### src/logic/acsw_pkg.sv
// Package with register map, field positions and constants of the channel status block.
package acsw_pkg;
  // ************************************************************
  // Register offsets (byte addresses, one word each)
  // ************************************************************
  localparam logic [5:0] OFF_STATUS0  = 6'h00;
  localparam logic [5:0] OFF_STATUS1  = 6'h04;
  localparam logic [5:0] OFF_VALUE0   = 6'h08;
  localparam logic [5:0] OFF_VALUE1   = 6'h0c;
  localparam logic [5:0] OFF_LIMIT1   = 6'h10;
  localparam logic [5:0] OFF_LIMIT2   = 6'h14;
  localparam logic [5:0] OFF_CTRL     = 6'h18;
  localparam logic [5:0] OFF_IRQ_STAT = 6'h1c;
  localparam logic [5:0] OFF_IRQ_MASK = 6'h20;
  localparam logic [5:0] OFF_OUT0     = 6'h24;
  localparam logic [5:0] OFF_OUT1     = 6'h28;
  // ************************************************************
  // Status word field positions
  // ************************************************************
  localparam int BIT_TOGGLE = 15;
  localparam int BIT_FAULT  = 14;
  localparam int BIT_SYNC   = 13;
  localparam int BIT_ERROR  = 6;
  localparam int LIM2_LSB   = 4;
  localparam int LIM1_LSB   = 2;
  localparam int BIT_OVER   = 1;
  localparam int BIT_UNDER  = 0;
  // ************************************************************
  // Control register fields and interrupt bits
  // ************************************************************
  localparam int CTRL_LIM1_EN = 0;
  localparam int CTRL_LIM2_EN = 1;
  localparam int CTRL_DC_EN   = 2;
  localparam int IRQ_W        = 4;
  localparam logic [1:0] CMP_OFF   = 2'h0;
  localparam logic [1:0] CMP_BELOW = 2'h1;
  localparam logic [1:0] CMP_ABOVE = 2'h2;
  localparam logic [1:0] CMP_EQUAL = 2'h3;
  localparam logic [15:0] RST_LIMIT = 16'h0000;
  localparam logic [15:0] RST_UPPER = 16'h7fff;
  localparam logic [15:0] RST_LOWER = 16'h8000;
  localparam logic [2:0]  RST_CTRL  = 3'h0;
  localparam logic [31:0] UNMAPPED  = 32'h00000000;
endpackage : acsw_pkg

### src/logic/acsw_channel.sv
// One input channel: builds its status word and holds its analog value.
`timescale 1ns/1ps
`default_nettype none
module acsw_channel (
  input  wire logic        ref_clk_in,
  input  wire logic        resetn_in,
  input  wire logic        sample_valid_in,
  input  wire logic [15:0] sample_in,
  input  wire logic        fault_in,
  input  wire logic        sync_fail_in,
  input  wire logic        cycle_end_in,
  input  wire logic        dc_en_in,
  input  wire logic        lim1_en_in,
  input  wire logic        lim2_en_in,
  input  wire logic [15:0] limit1_in,
  input  wire logic [15:0] limit2_in,
  input  wire logic [15:0] upper_in,
  input  wire logic [15:0] lower_in,
  output logic      [15:0] status_out,
  output logic      [15:0] value_out,
  output logic             range_evt_out
);
  typedef struct packed {
    logic        toggle;
    logic        sync_err;
    logic        sync_seen;
    logic        over;
    logic        under;
    logic [1:0]  lim1;
    logic [1:0]  lim2;
    logic [15:0] value;
  } acsw_ch_s;

  acsw_ch_s st;
  acsw_ch_s next_st;

  function automatic logic [1:0] cmp(input logic en, input logic [15:0] v,
                                     input logic [15:0] l);
    if (!en) begin
      cmp = acsw_pkg::CMP_OFF;
    end else if ($signed(v) < $signed(l)) begin
      cmp = acsw_pkg::CMP_BELOW;
    end else if ($signed(v) > $signed(l)) begin
      cmp = acsw_pkg::CMP_ABOVE;
    end else begin
      cmp = acsw_pkg::CMP_EQUAL;
    end
  endfunction

  always_comb begin
    next_st = st;
    if (sample_valid_in) begin
      next_st.toggle = ~st.toggle;
      next_st.value  = sample_in;
      next_st.over   = $signed(sample_in) > $signed(upper_in);
      next_st.under  = $signed(sample_in) < $signed(lower_in);
      next_st.lim1   = cmp(lim1_en_in, sample_in, limit1_in);
      next_st.lim2   = cmp(lim2_en_in, sample_in, limit2_in);
    end
    if (cycle_end_in) begin
      next_st.sync_err  = dc_en_in & (st.sync_seen | sync_fail_in);
      next_st.sync_seen = 1'b0;
    end else if (sync_fail_in) begin
      next_st.sync_seen = 1'b1;
    end
  end

  always_ff @(posedge ref_clk_in or negedge resetn_in) begin
    if (!resetn_in) begin
      st <= '0;
    end else begin
      st <= next_st;
    end
  end

  always_comb begin
    status_out = 16'h0000;
    status_out[acsw_pkg::BIT_TOGGLE] = st.toggle;
    status_out[acsw_pkg::BIT_FAULT] = fault_in;
    status_out[acsw_pkg::BIT_SYNC] = st.sync_err;
    status_out[acsw_pkg::BIT_ERROR] = st.over | st.under;
    status_out[acsw_pkg::LIM2_LSB +: 2] = st.lim2;
    status_out[acsw_pkg::LIM1_LSB +: 2] = st.lim1;
    status_out[acsw_pkg::BIT_OVER] = st.over;
    status_out[acsw_pkg::BIT_UNDER] = st.under;
  end

  assign value_out     = st.value;
  assign range_evt_out = sample_valid_in & (next_st.over | next_st.under);
endmodule : acsw_channel
`default_nettype wire

### src/logic/acsw_top.sv
// Two-in two-out analog channel block with status words and Avalon-MM registers.
`timescale 1ns/1ps
`default_nettype none
// What this block does
// - Per input status plus value; outputs value.
// - Status words go in input image.
// - Bit 15 toggles on each new value.
// - Bit 14 shows internal fault.
// - Bit 13 flags sync failure last cycle.
// - Bit 6 equals overrange or underrange.
// - Bits 5:4 second limit compare code.
// - Bits 3:2 first limit compare code.
// - Bit 1 set above upper threshold.
// - Bit 0 set below lower threshold.
// - No output control word is expected.
module acsw_top #(
  parameter int CH_N = 2
) (
  input  wire logic               ref_clk_in,
  input  wire logic               resetn_in,
  input  wire logic [5:0]         avs_address_in,
  input  wire logic               avs_read_in,
  input  wire logic               avs_write_in,
  input  wire logic [31:0]        avs_writedata_in,
  input  wire logic [3:0]         avs_byteenable_in,
  output logic      [31:0]        avs_readdata_out,
  output logic                    avs_waitrequest_out,
  input  wire logic [CH_N-1:0]    sample_valid_in,
  input  wire logic [CH_N*16-1:0] sample_in,
  input  wire logic [CH_N-1:0]    fault_in,
  input  wire logic               sync_fail_in,
  input  wire logic               cycle_end_in,
  input  wire logic [15:0]        upper_in,
  input  wire logic [15:0]        lower_in,
  input  wire logic [CH_N*16-1:0] out_value_in,
  input  wire logic               out_valid_in,
  output logic      [CH_N*32-1:0] process_image_out,
  output logic      [CH_N*16-1:0] dac_value_out,
  output logic                    irq_out
);
  // ************************************************************
  // State
  // ************************************************************
  typedef struct packed {
    logic [2:0]                          ctrl;
    logic [15:0]                         limit1;
    logic [15:0]                         limit2;
    logic [acsw_pkg::IRQ_W-1:0]          irq_stat;
    logic [acsw_pkg::IRQ_W-1:0]          irq_mask;
    logic [CH_N*16-1:0]                  dac;
    logic                                ack;
    logic [31:0]                         rdata;
  } acsw_top_s;

  acsw_top_s st;
  acsw_top_s next_st;

  logic [15:0]                 ch_status [CH_N];
  logic [15:0]                 ch_value  [CH_N];
  logic [CH_N-1:0]             range_evt;
  logic [acsw_pkg::IRQ_W-1:0]  evt;
  logic [31:0]                 rd_mux;
  logic [31:0]                 wmask;

  // ************************************************************
  // Channels
  // ************************************************************
  for (genvar i = 0; i < CH_N; i++) begin : g_ch
    acsw_channel u_ch (
      .ref_clk_in      (ref_clk_in),
      .resetn_in       (resetn_in),
      .sample_valid_in (sample_valid_in[i]),
      .sample_in       (sample_in[i*16 +: 16]),
      .fault_in        (fault_in[i]),
      .sync_fail_in    (sync_fail_in),
      .cycle_end_in    (cycle_end_in),
      .dc_en_in        (st.ctrl[acsw_pkg::CTRL_DC_EN]),
      .lim1_en_in      (st.ctrl[acsw_pkg::CTRL_LIM1_EN]),
      .lim2_en_in      (st.ctrl[acsw_pkg::CTRL_LIM2_EN]),
      .limit1_in       (st.limit1),
      .limit2_in       (st.limit2),
      .upper_in        (upper_in),
      .lower_in        (lower_in),
      .status_out      (ch_status[i]),
      .value_out       (ch_value[i]),
      .range_evt_out   (range_evt[i])
    );
    assign process_image_out[i*32 +: 32] = {ch_value[i], ch_status[i]};
  end

  // Event bits: 0 new sample, 1 range error, 2 fault, 3 sync failure.
  assign evt = {sync_fail_in & st.ctrl[acsw_pkg::CTRL_DC_EN], |fault_in, |range_evt,
                |sample_valid_in};

  always_comb begin
    wmask = {{8{avs_byteenable_in[3]}}, {8{avs_byteenable_in[2]}},
             {8{avs_byteenable_in[1]}}, {8{avs_byteenable_in[0]}}};
    unique case (avs_address_in)
      acsw_pkg::OFF_STATUS0:  rd_mux = {16'h0000, ch_status[0]};
      acsw_pkg::OFF_STATUS1:  rd_mux = {16'h0000, ch_status[CH_N-1]};
      acsw_pkg::OFF_VALUE0:   rd_mux = {16'h0000, ch_value[0]};
      acsw_pkg::OFF_VALUE1:   rd_mux = {16'h0000, ch_value[CH_N-1]};
      acsw_pkg::OFF_LIMIT1:   rd_mux = {16'h0000, st.limit1};
      acsw_pkg::OFF_LIMIT2:   rd_mux = {16'h0000, st.limit2};
      acsw_pkg::OFF_CTRL:     rd_mux = {29'h0, st.ctrl};
      acsw_pkg::OFF_IRQ_STAT: rd_mux = {28'h0, st.irq_stat};
      acsw_pkg::OFF_IRQ_MASK: rd_mux = {28'h0, st.irq_mask};
      acsw_pkg::OFF_OUT0:     rd_mux = {16'h0000, st.dac[15:0]};
      acsw_pkg::OFF_OUT1:     rd_mux = {16'h0000, st.dac[(CH_N-1)*16 +: 16]};
      default:                rd_mux = acsw_pkg::UNMAPPED;
    endcase
  end

  // ************************************************************
  // Next state
  // ************************************************************
  always_comb begin
    next_st = st;
    // One wait cycle per access; the ack pulse releases waitrequest.
    next_st.ack = (avs_read_in | avs_write_in) & ~st.ack;
    if (avs_read_in && !st.ack) begin
      next_st.rdata = rd_mux;
    end
    if (out_valid_in) begin
      next_st.dac = out_value_in;
    end
    // Writes land only on the edge that sees waitrequest low, so a stalled write has no effect.
    if (avs_write_in && st.ack) begin
      unique case (avs_address_in)
        acsw_pkg::OFF_LIMIT1: next_st.limit1 =
          (st.limit1 & ~wmask[15:0]) | (avs_writedata_in[15:0] & wmask[15:0]);
        acsw_pkg::OFF_LIMIT2: next_st.limit2 =
          (st.limit2 & ~wmask[15:0]) | (avs_writedata_in[15:0] & wmask[15:0]);
        acsw_pkg::OFF_CTRL: if (avs_byteenable_in[0]) begin
          next_st.ctrl = avs_writedata_in[2:0];
        end
        acsw_pkg::OFF_IRQ_STAT: if (avs_byteenable_in[0]) begin
          next_st.irq_stat = st.irq_stat & ~avs_writedata_in[acsw_pkg::IRQ_W-1:0];
        end
        acsw_pkg::OFF_IRQ_MASK: if (avs_byteenable_in[0]) begin
          next_st.irq_mask = avs_writedata_in[acsw_pkg::IRQ_W-1:0];
        end
        acsw_pkg::OFF_OUT0: if (!out_valid_in) begin
          next_st.dac[15:0] = avs_writedata_in[15:0];
        end
        acsw_pkg::OFF_OUT1: if (!out_valid_in) begin
          next_st.dac[(CH_N-1)*16 +: 16] = avs_writedata_in[15:0];
        end
        default: ;
      endcase
    end
    // Events set after the clear so that a set in the clearing cycle wins.
    next_st.irq_stat = next_st.irq_stat | evt;
  end

  always_ff @(posedge ref_clk_in or negedge resetn_in) begin
    if (!resetn_in) begin
      st        <= '0;
      st.ctrl   <= acsw_pkg::RST_CTRL;
      st.limit1 <= acsw_pkg::RST_LIMIT;
      st.limit2 <= acsw_pkg::RST_LIMIT;
    end else begin
      st <= next_st;
    end
  end

  assign avs_waitrequest_out = (avs_read_in | avs_write_in) & ~st.ack;
  assign avs_readdata_out    = st.rdata;
  assign dac_value_out       = st.dac;
  assign irq_out             = |(st.irq_stat & st.irq_mask);
endmodule : acsw_top
`default_nettype wire

### config.mk
export PLATFORM = sky130hd
export DESIGN_NAME = acsw_top
export DESIGN_NICKNAME = d
export VERILOG_FILES = /design/src/logic/acsw_pkg.sv /design/src/logic/acsw_channel.sv /design/src/logic/acsw_top.sv
export SDC_FILE = /design/constraint.sdc
export NUM_CORES = 1
export LEC_CHECK = 0
export ABC_CLOCK_PERIOD_IN_PS = 2400
export BUFFER_PORTS_ARGS = -buffer_cell sky130_fd_sc_hd__buf_2
export CAP_MARGIN = 20
export CELL_PAD_IN_SITES_DETAIL_PLACEMENT = 1
export CELL_PAD_IN_SITES_GLOBAL_PLACEMENT = 1
export CORE_MARGIN = 2
export CORE_UTILIZATION = 41
export DETAILED_ROUTE_END_ITERATION = 16
export PLACE_DENSITY = 0.85
export SYNTH_ARGS = -nofsm -noshare
export SYNTH_HDL_FRONTEND = slang
export SYNTH_HIERARCHICAL = 1
export SYNTH_SLANG_ARGS = --single-unit
### constraint.sdc
create_clock -name ref_clk_in -period 2.4 [get_ports ref_clk_in]
set_input_delay 0.12 -clock ref_clk_in [delete_from_list [all_inputs] [get_ports ref_clk_in]]
set_output_delay 0.12 -clock ref_clk_in [all_outputs]
set_load 0.01 [all_outputs]
==> flow_summary.json <==
{
  "finalHoldViolCount": 0,
  "cp.required_ps": 2770,
  "power_density_nw_per_um2": 575,
  "start_kind": "register",
  "cts_root_buffer": "clkbuf_16",
  "die_area_um2": 27900,
  "drive_above_1_share_pct": 31.3,
  "cts_tree": "built",
  "num_rows": 59,
  "gp_congestion": 0.967,
  "synth_top_area_cell": "dfrtp_1",
  "io-pin-count": 279,
  "start_util_pct": 41.9,
  "synth_top_area_share_pct": 32.6,
  "cts-htree-levels": 4,
  "crit_slowest_cell": "dfrtp_2",
  "max_freq_mhz": 409,
  "clock_skew_ps": 22.9,
  "fin_crit_ps": 2450,
  "synth_warnings": 6,
  "dpl_cell_area_um2": 12100,
  "io_buffers": 232,
  "die_w_um": 167,
  "path_cells": "inv_1 -> ha_4 -> nand4_1 -> nor4_2 -> buf_4 -> a21boi_2 -> buf_4 -> a2111oi_4 -> o31ai_2 -> buf_4 -> a41o_1",
  "grt_max_degree": 65,
  "core_area_um2": 26100,
  "clkTransAtPathRegs_ps": 60,
  "cts_inserted_buffers": 17,
  "cts_sinks": 142,
  "grt_pass1_vias": 11300,
  "crit_path_end_kind": "register",
  "finalMaxSlewViolations": 0,
  "crit_path_frequent_cell": "buf_4",
  "worstHoldStart": "sample_in[12]",
  "syn_area_per_cell_um2": 9.59,
  "max_stage_delay_ps": 430,
  "via_per_inst": 6.14,
  "antenna_found_initial": 1,
  "synth-edff-count": 0,
  "netlist_area_um2": 10900,
  "ant_nets": 0,
  "postRouteWirelength_um": 47600,
  "grt_usage_pct": 32.5,
  "critPathKind": "reg2reg",
  "status": "finished with violations",
  "synthTopCellsByArea": "dfrtp_1 33%, ha_1 14%, buf_4 8.9%, inv_1 4.7%, mux2i_1 4.6%",
  "violations": "setup timing",
  "drt_iter0_markers": 986,
  "p_leak_uw": 0.00663,
  "clockBufferDepth": 2,
  "synth_cells": 1138,
  "clock_latency_ps": 450,
  "setup-tns-final_ps": -114,
  "vdd_drop_max_uv": 592,
  "overflow": 0,
  "slew_headroom_pct": 27.2,
  "area_growth_pct": 24.4,
  "synth_flop_cell": "dfrtp_1",
  "avgRoutedWirePerCell_um": 27.3,
  "cp.arrival_ps": 2820,
  "final_nets": 1666,
  "fin_util_pct": 52.1,
  "crit_path_max_fanout": 4,
  "die_h_um": 167,
  "vias": 10700,
  "holdWs_ps": 21.2,
  "synthDistinctLibCells": 68,
  "maxCapViolations": 0,
  "seq_area_frac_synth_pct": 32.6,
  "drt-pass1-iter-count": 6,
  "dp_hpwl_um": 32600,
  "ys_ff_latch": 142,
  "drcViolationCount": 0,
  "timing.final.crit_share_pct": 102,
  "hold_class": "in2reg",
  "grt_pass1_wl_um": 68700,
  "post-route-cell-area_um2": 13600,
  "finalSetupViolCount": 4,
  "tightest_slew_ps": 1090,
  "async_flop_share_pct": 100,
  "layout_setup_ws_ps": -47.9
}
per-layer routing:
metal	GRT usage [%]	up-vias	wire length, um
li1	-	4429	-
met4	19.0	0	3530
met2	55.0	729	22500
met3	6.17	244	3920
met1	38.7	5282	17700
met5	0.174	-	0
cell type report:
class / count / area [um2]
fill: 2984 / 12500
multi-input combinational: 718 / 5990
sequential: 142 / 3560
timing repair buffer: 374 / 2400
inverter: 138 / 518
clock buffer: 19 / 443
tap: 335 / 419
clock inverter: 13 / 234
antenna: 2 / 5.00
per-stage QoR:
stage	worst slack, ps	std cells	power [uW]
6_report	-47.9	1741	7800
3_5_place_dp	-310	1648	4380
3_3_place_gp	-6.64	1648	4290
2_1_floorplan	453	1163	3750
4_1_cts	8.98	1729	7620
5_1_grt	-133	1740	8040
Yosys cell counts, types with 14 or more instances:
cell type / number
a21o_1: 15
nand2_1: 67
buf_4: 129
nor2b_1: 14
nand3_1: 14
a22oi_1: 16
ha_1: 126
mux2_1: 34
mux2_2: 41
inv_1: 138
nor2_1: 19
nand4_1: 19
clkbuf_1: 19
a21oi_1: 58
dfrtp_1: 142
o21ai_0: 28
mux2i_1: 50
a222oi_1: 16
o21ai_1: 24
power by group:
| part | switching (uW) | leakage (uW) | total (uW) | internal, uW |
|---|---|---|---|---|
| sequential | 220 | 0.00181 | 2790 | 2570 |
| combinational | 1070 | 0.00448 | 1800 | 739 |
| clock | 1220 | 0.000332 | 3210 | 1990 |
| total | 2500 | 0.00663 | 7800 | 5300 |
critical path, delay by kind of cell, from the launching register on:
family	cells	cell delay, ps
buffers and inverters	4	580
flip-flops	1	430
AO/OA/AOI/OAI	4	650
AND/OR/NAND/NOR	2	430
adder cells (fa/ha/maj)	1	300
worst paths after layout:
kind,endpoint,cells after the start,slack (ps)
worst max register to register,g_ch[1].u_ch/status_out[3],11,-50
worst min-delay path,g_ch[0].u_ch/value_out[12],2,20
worst max-delay path,g_ch[1].u_ch/status_out[3],11,-50
min in group asynchronous,avs_readdata_out[6],2,270
max in group asynchronous,async pin,3,1390
worst min register to register,avs_readdata_out[5],1,480
repair_timing:
action | 4_1_cts | 5_1_grt
gates cloned | 0 | 0
endpoints found under the hold margin | 108 | 0
endpoints found under the setup margin | 6 | 9
pin swaps | 3 | 10
setup buffers | 1 | 10
resized for setup | 10 | 24
hold buffers | 48 | 0
layout by cell type (no fill, tap or decap), types with 14 or more instances in the layout:
| cell | instances |
|---|---|
| buf_2 | 231 |
| dfrtp_1 | 139 |
| inv_1 | 138 |
| ha_1 | 119 |
| buf_4 | 90 |
| nand2_1 | 67 |
| a21oi_1 | 57 |
| mux2i_1 | 50 |
| dlygate4sd3_1 | 48 |
| mux2_2 | 41 |
| mux2_1 | 34 |
| o21ai_0 | 28 |
| conb_1 | 28 |
| o21ai_1 | 24 |
| nor2_1 | 19 |
| nand4_1 | 19 |
| clkbuf_16 | 17 |
| a22oi_1 | 16 |
| a222oi_1 | 16 |
| a21o_1 | 15 |
| nor2b_1 | 14 |
kinds of logic (layout without fill, tap and decap cells):
family | Yosys count | count (layout) | synth area share [%]
AO/OA/AOI/OAI | 246 | 246 | 15.2
XOR/XNOR | 2 | 2 | 0.161
adder cells (fa/ha/maj) | 126 | 126 | 14.4
buffers and inverters | 303 | 544 | 15.4
flip-flops | 142 | 142 | 32.6
multiplexers | 125 | 125 | 12.3
other | 3 | 30 | 0.103
AND/OR/NAND/NOR | 191 | 191 | 9.78
No activity file was read; power rests on OpenSTA's default activity.
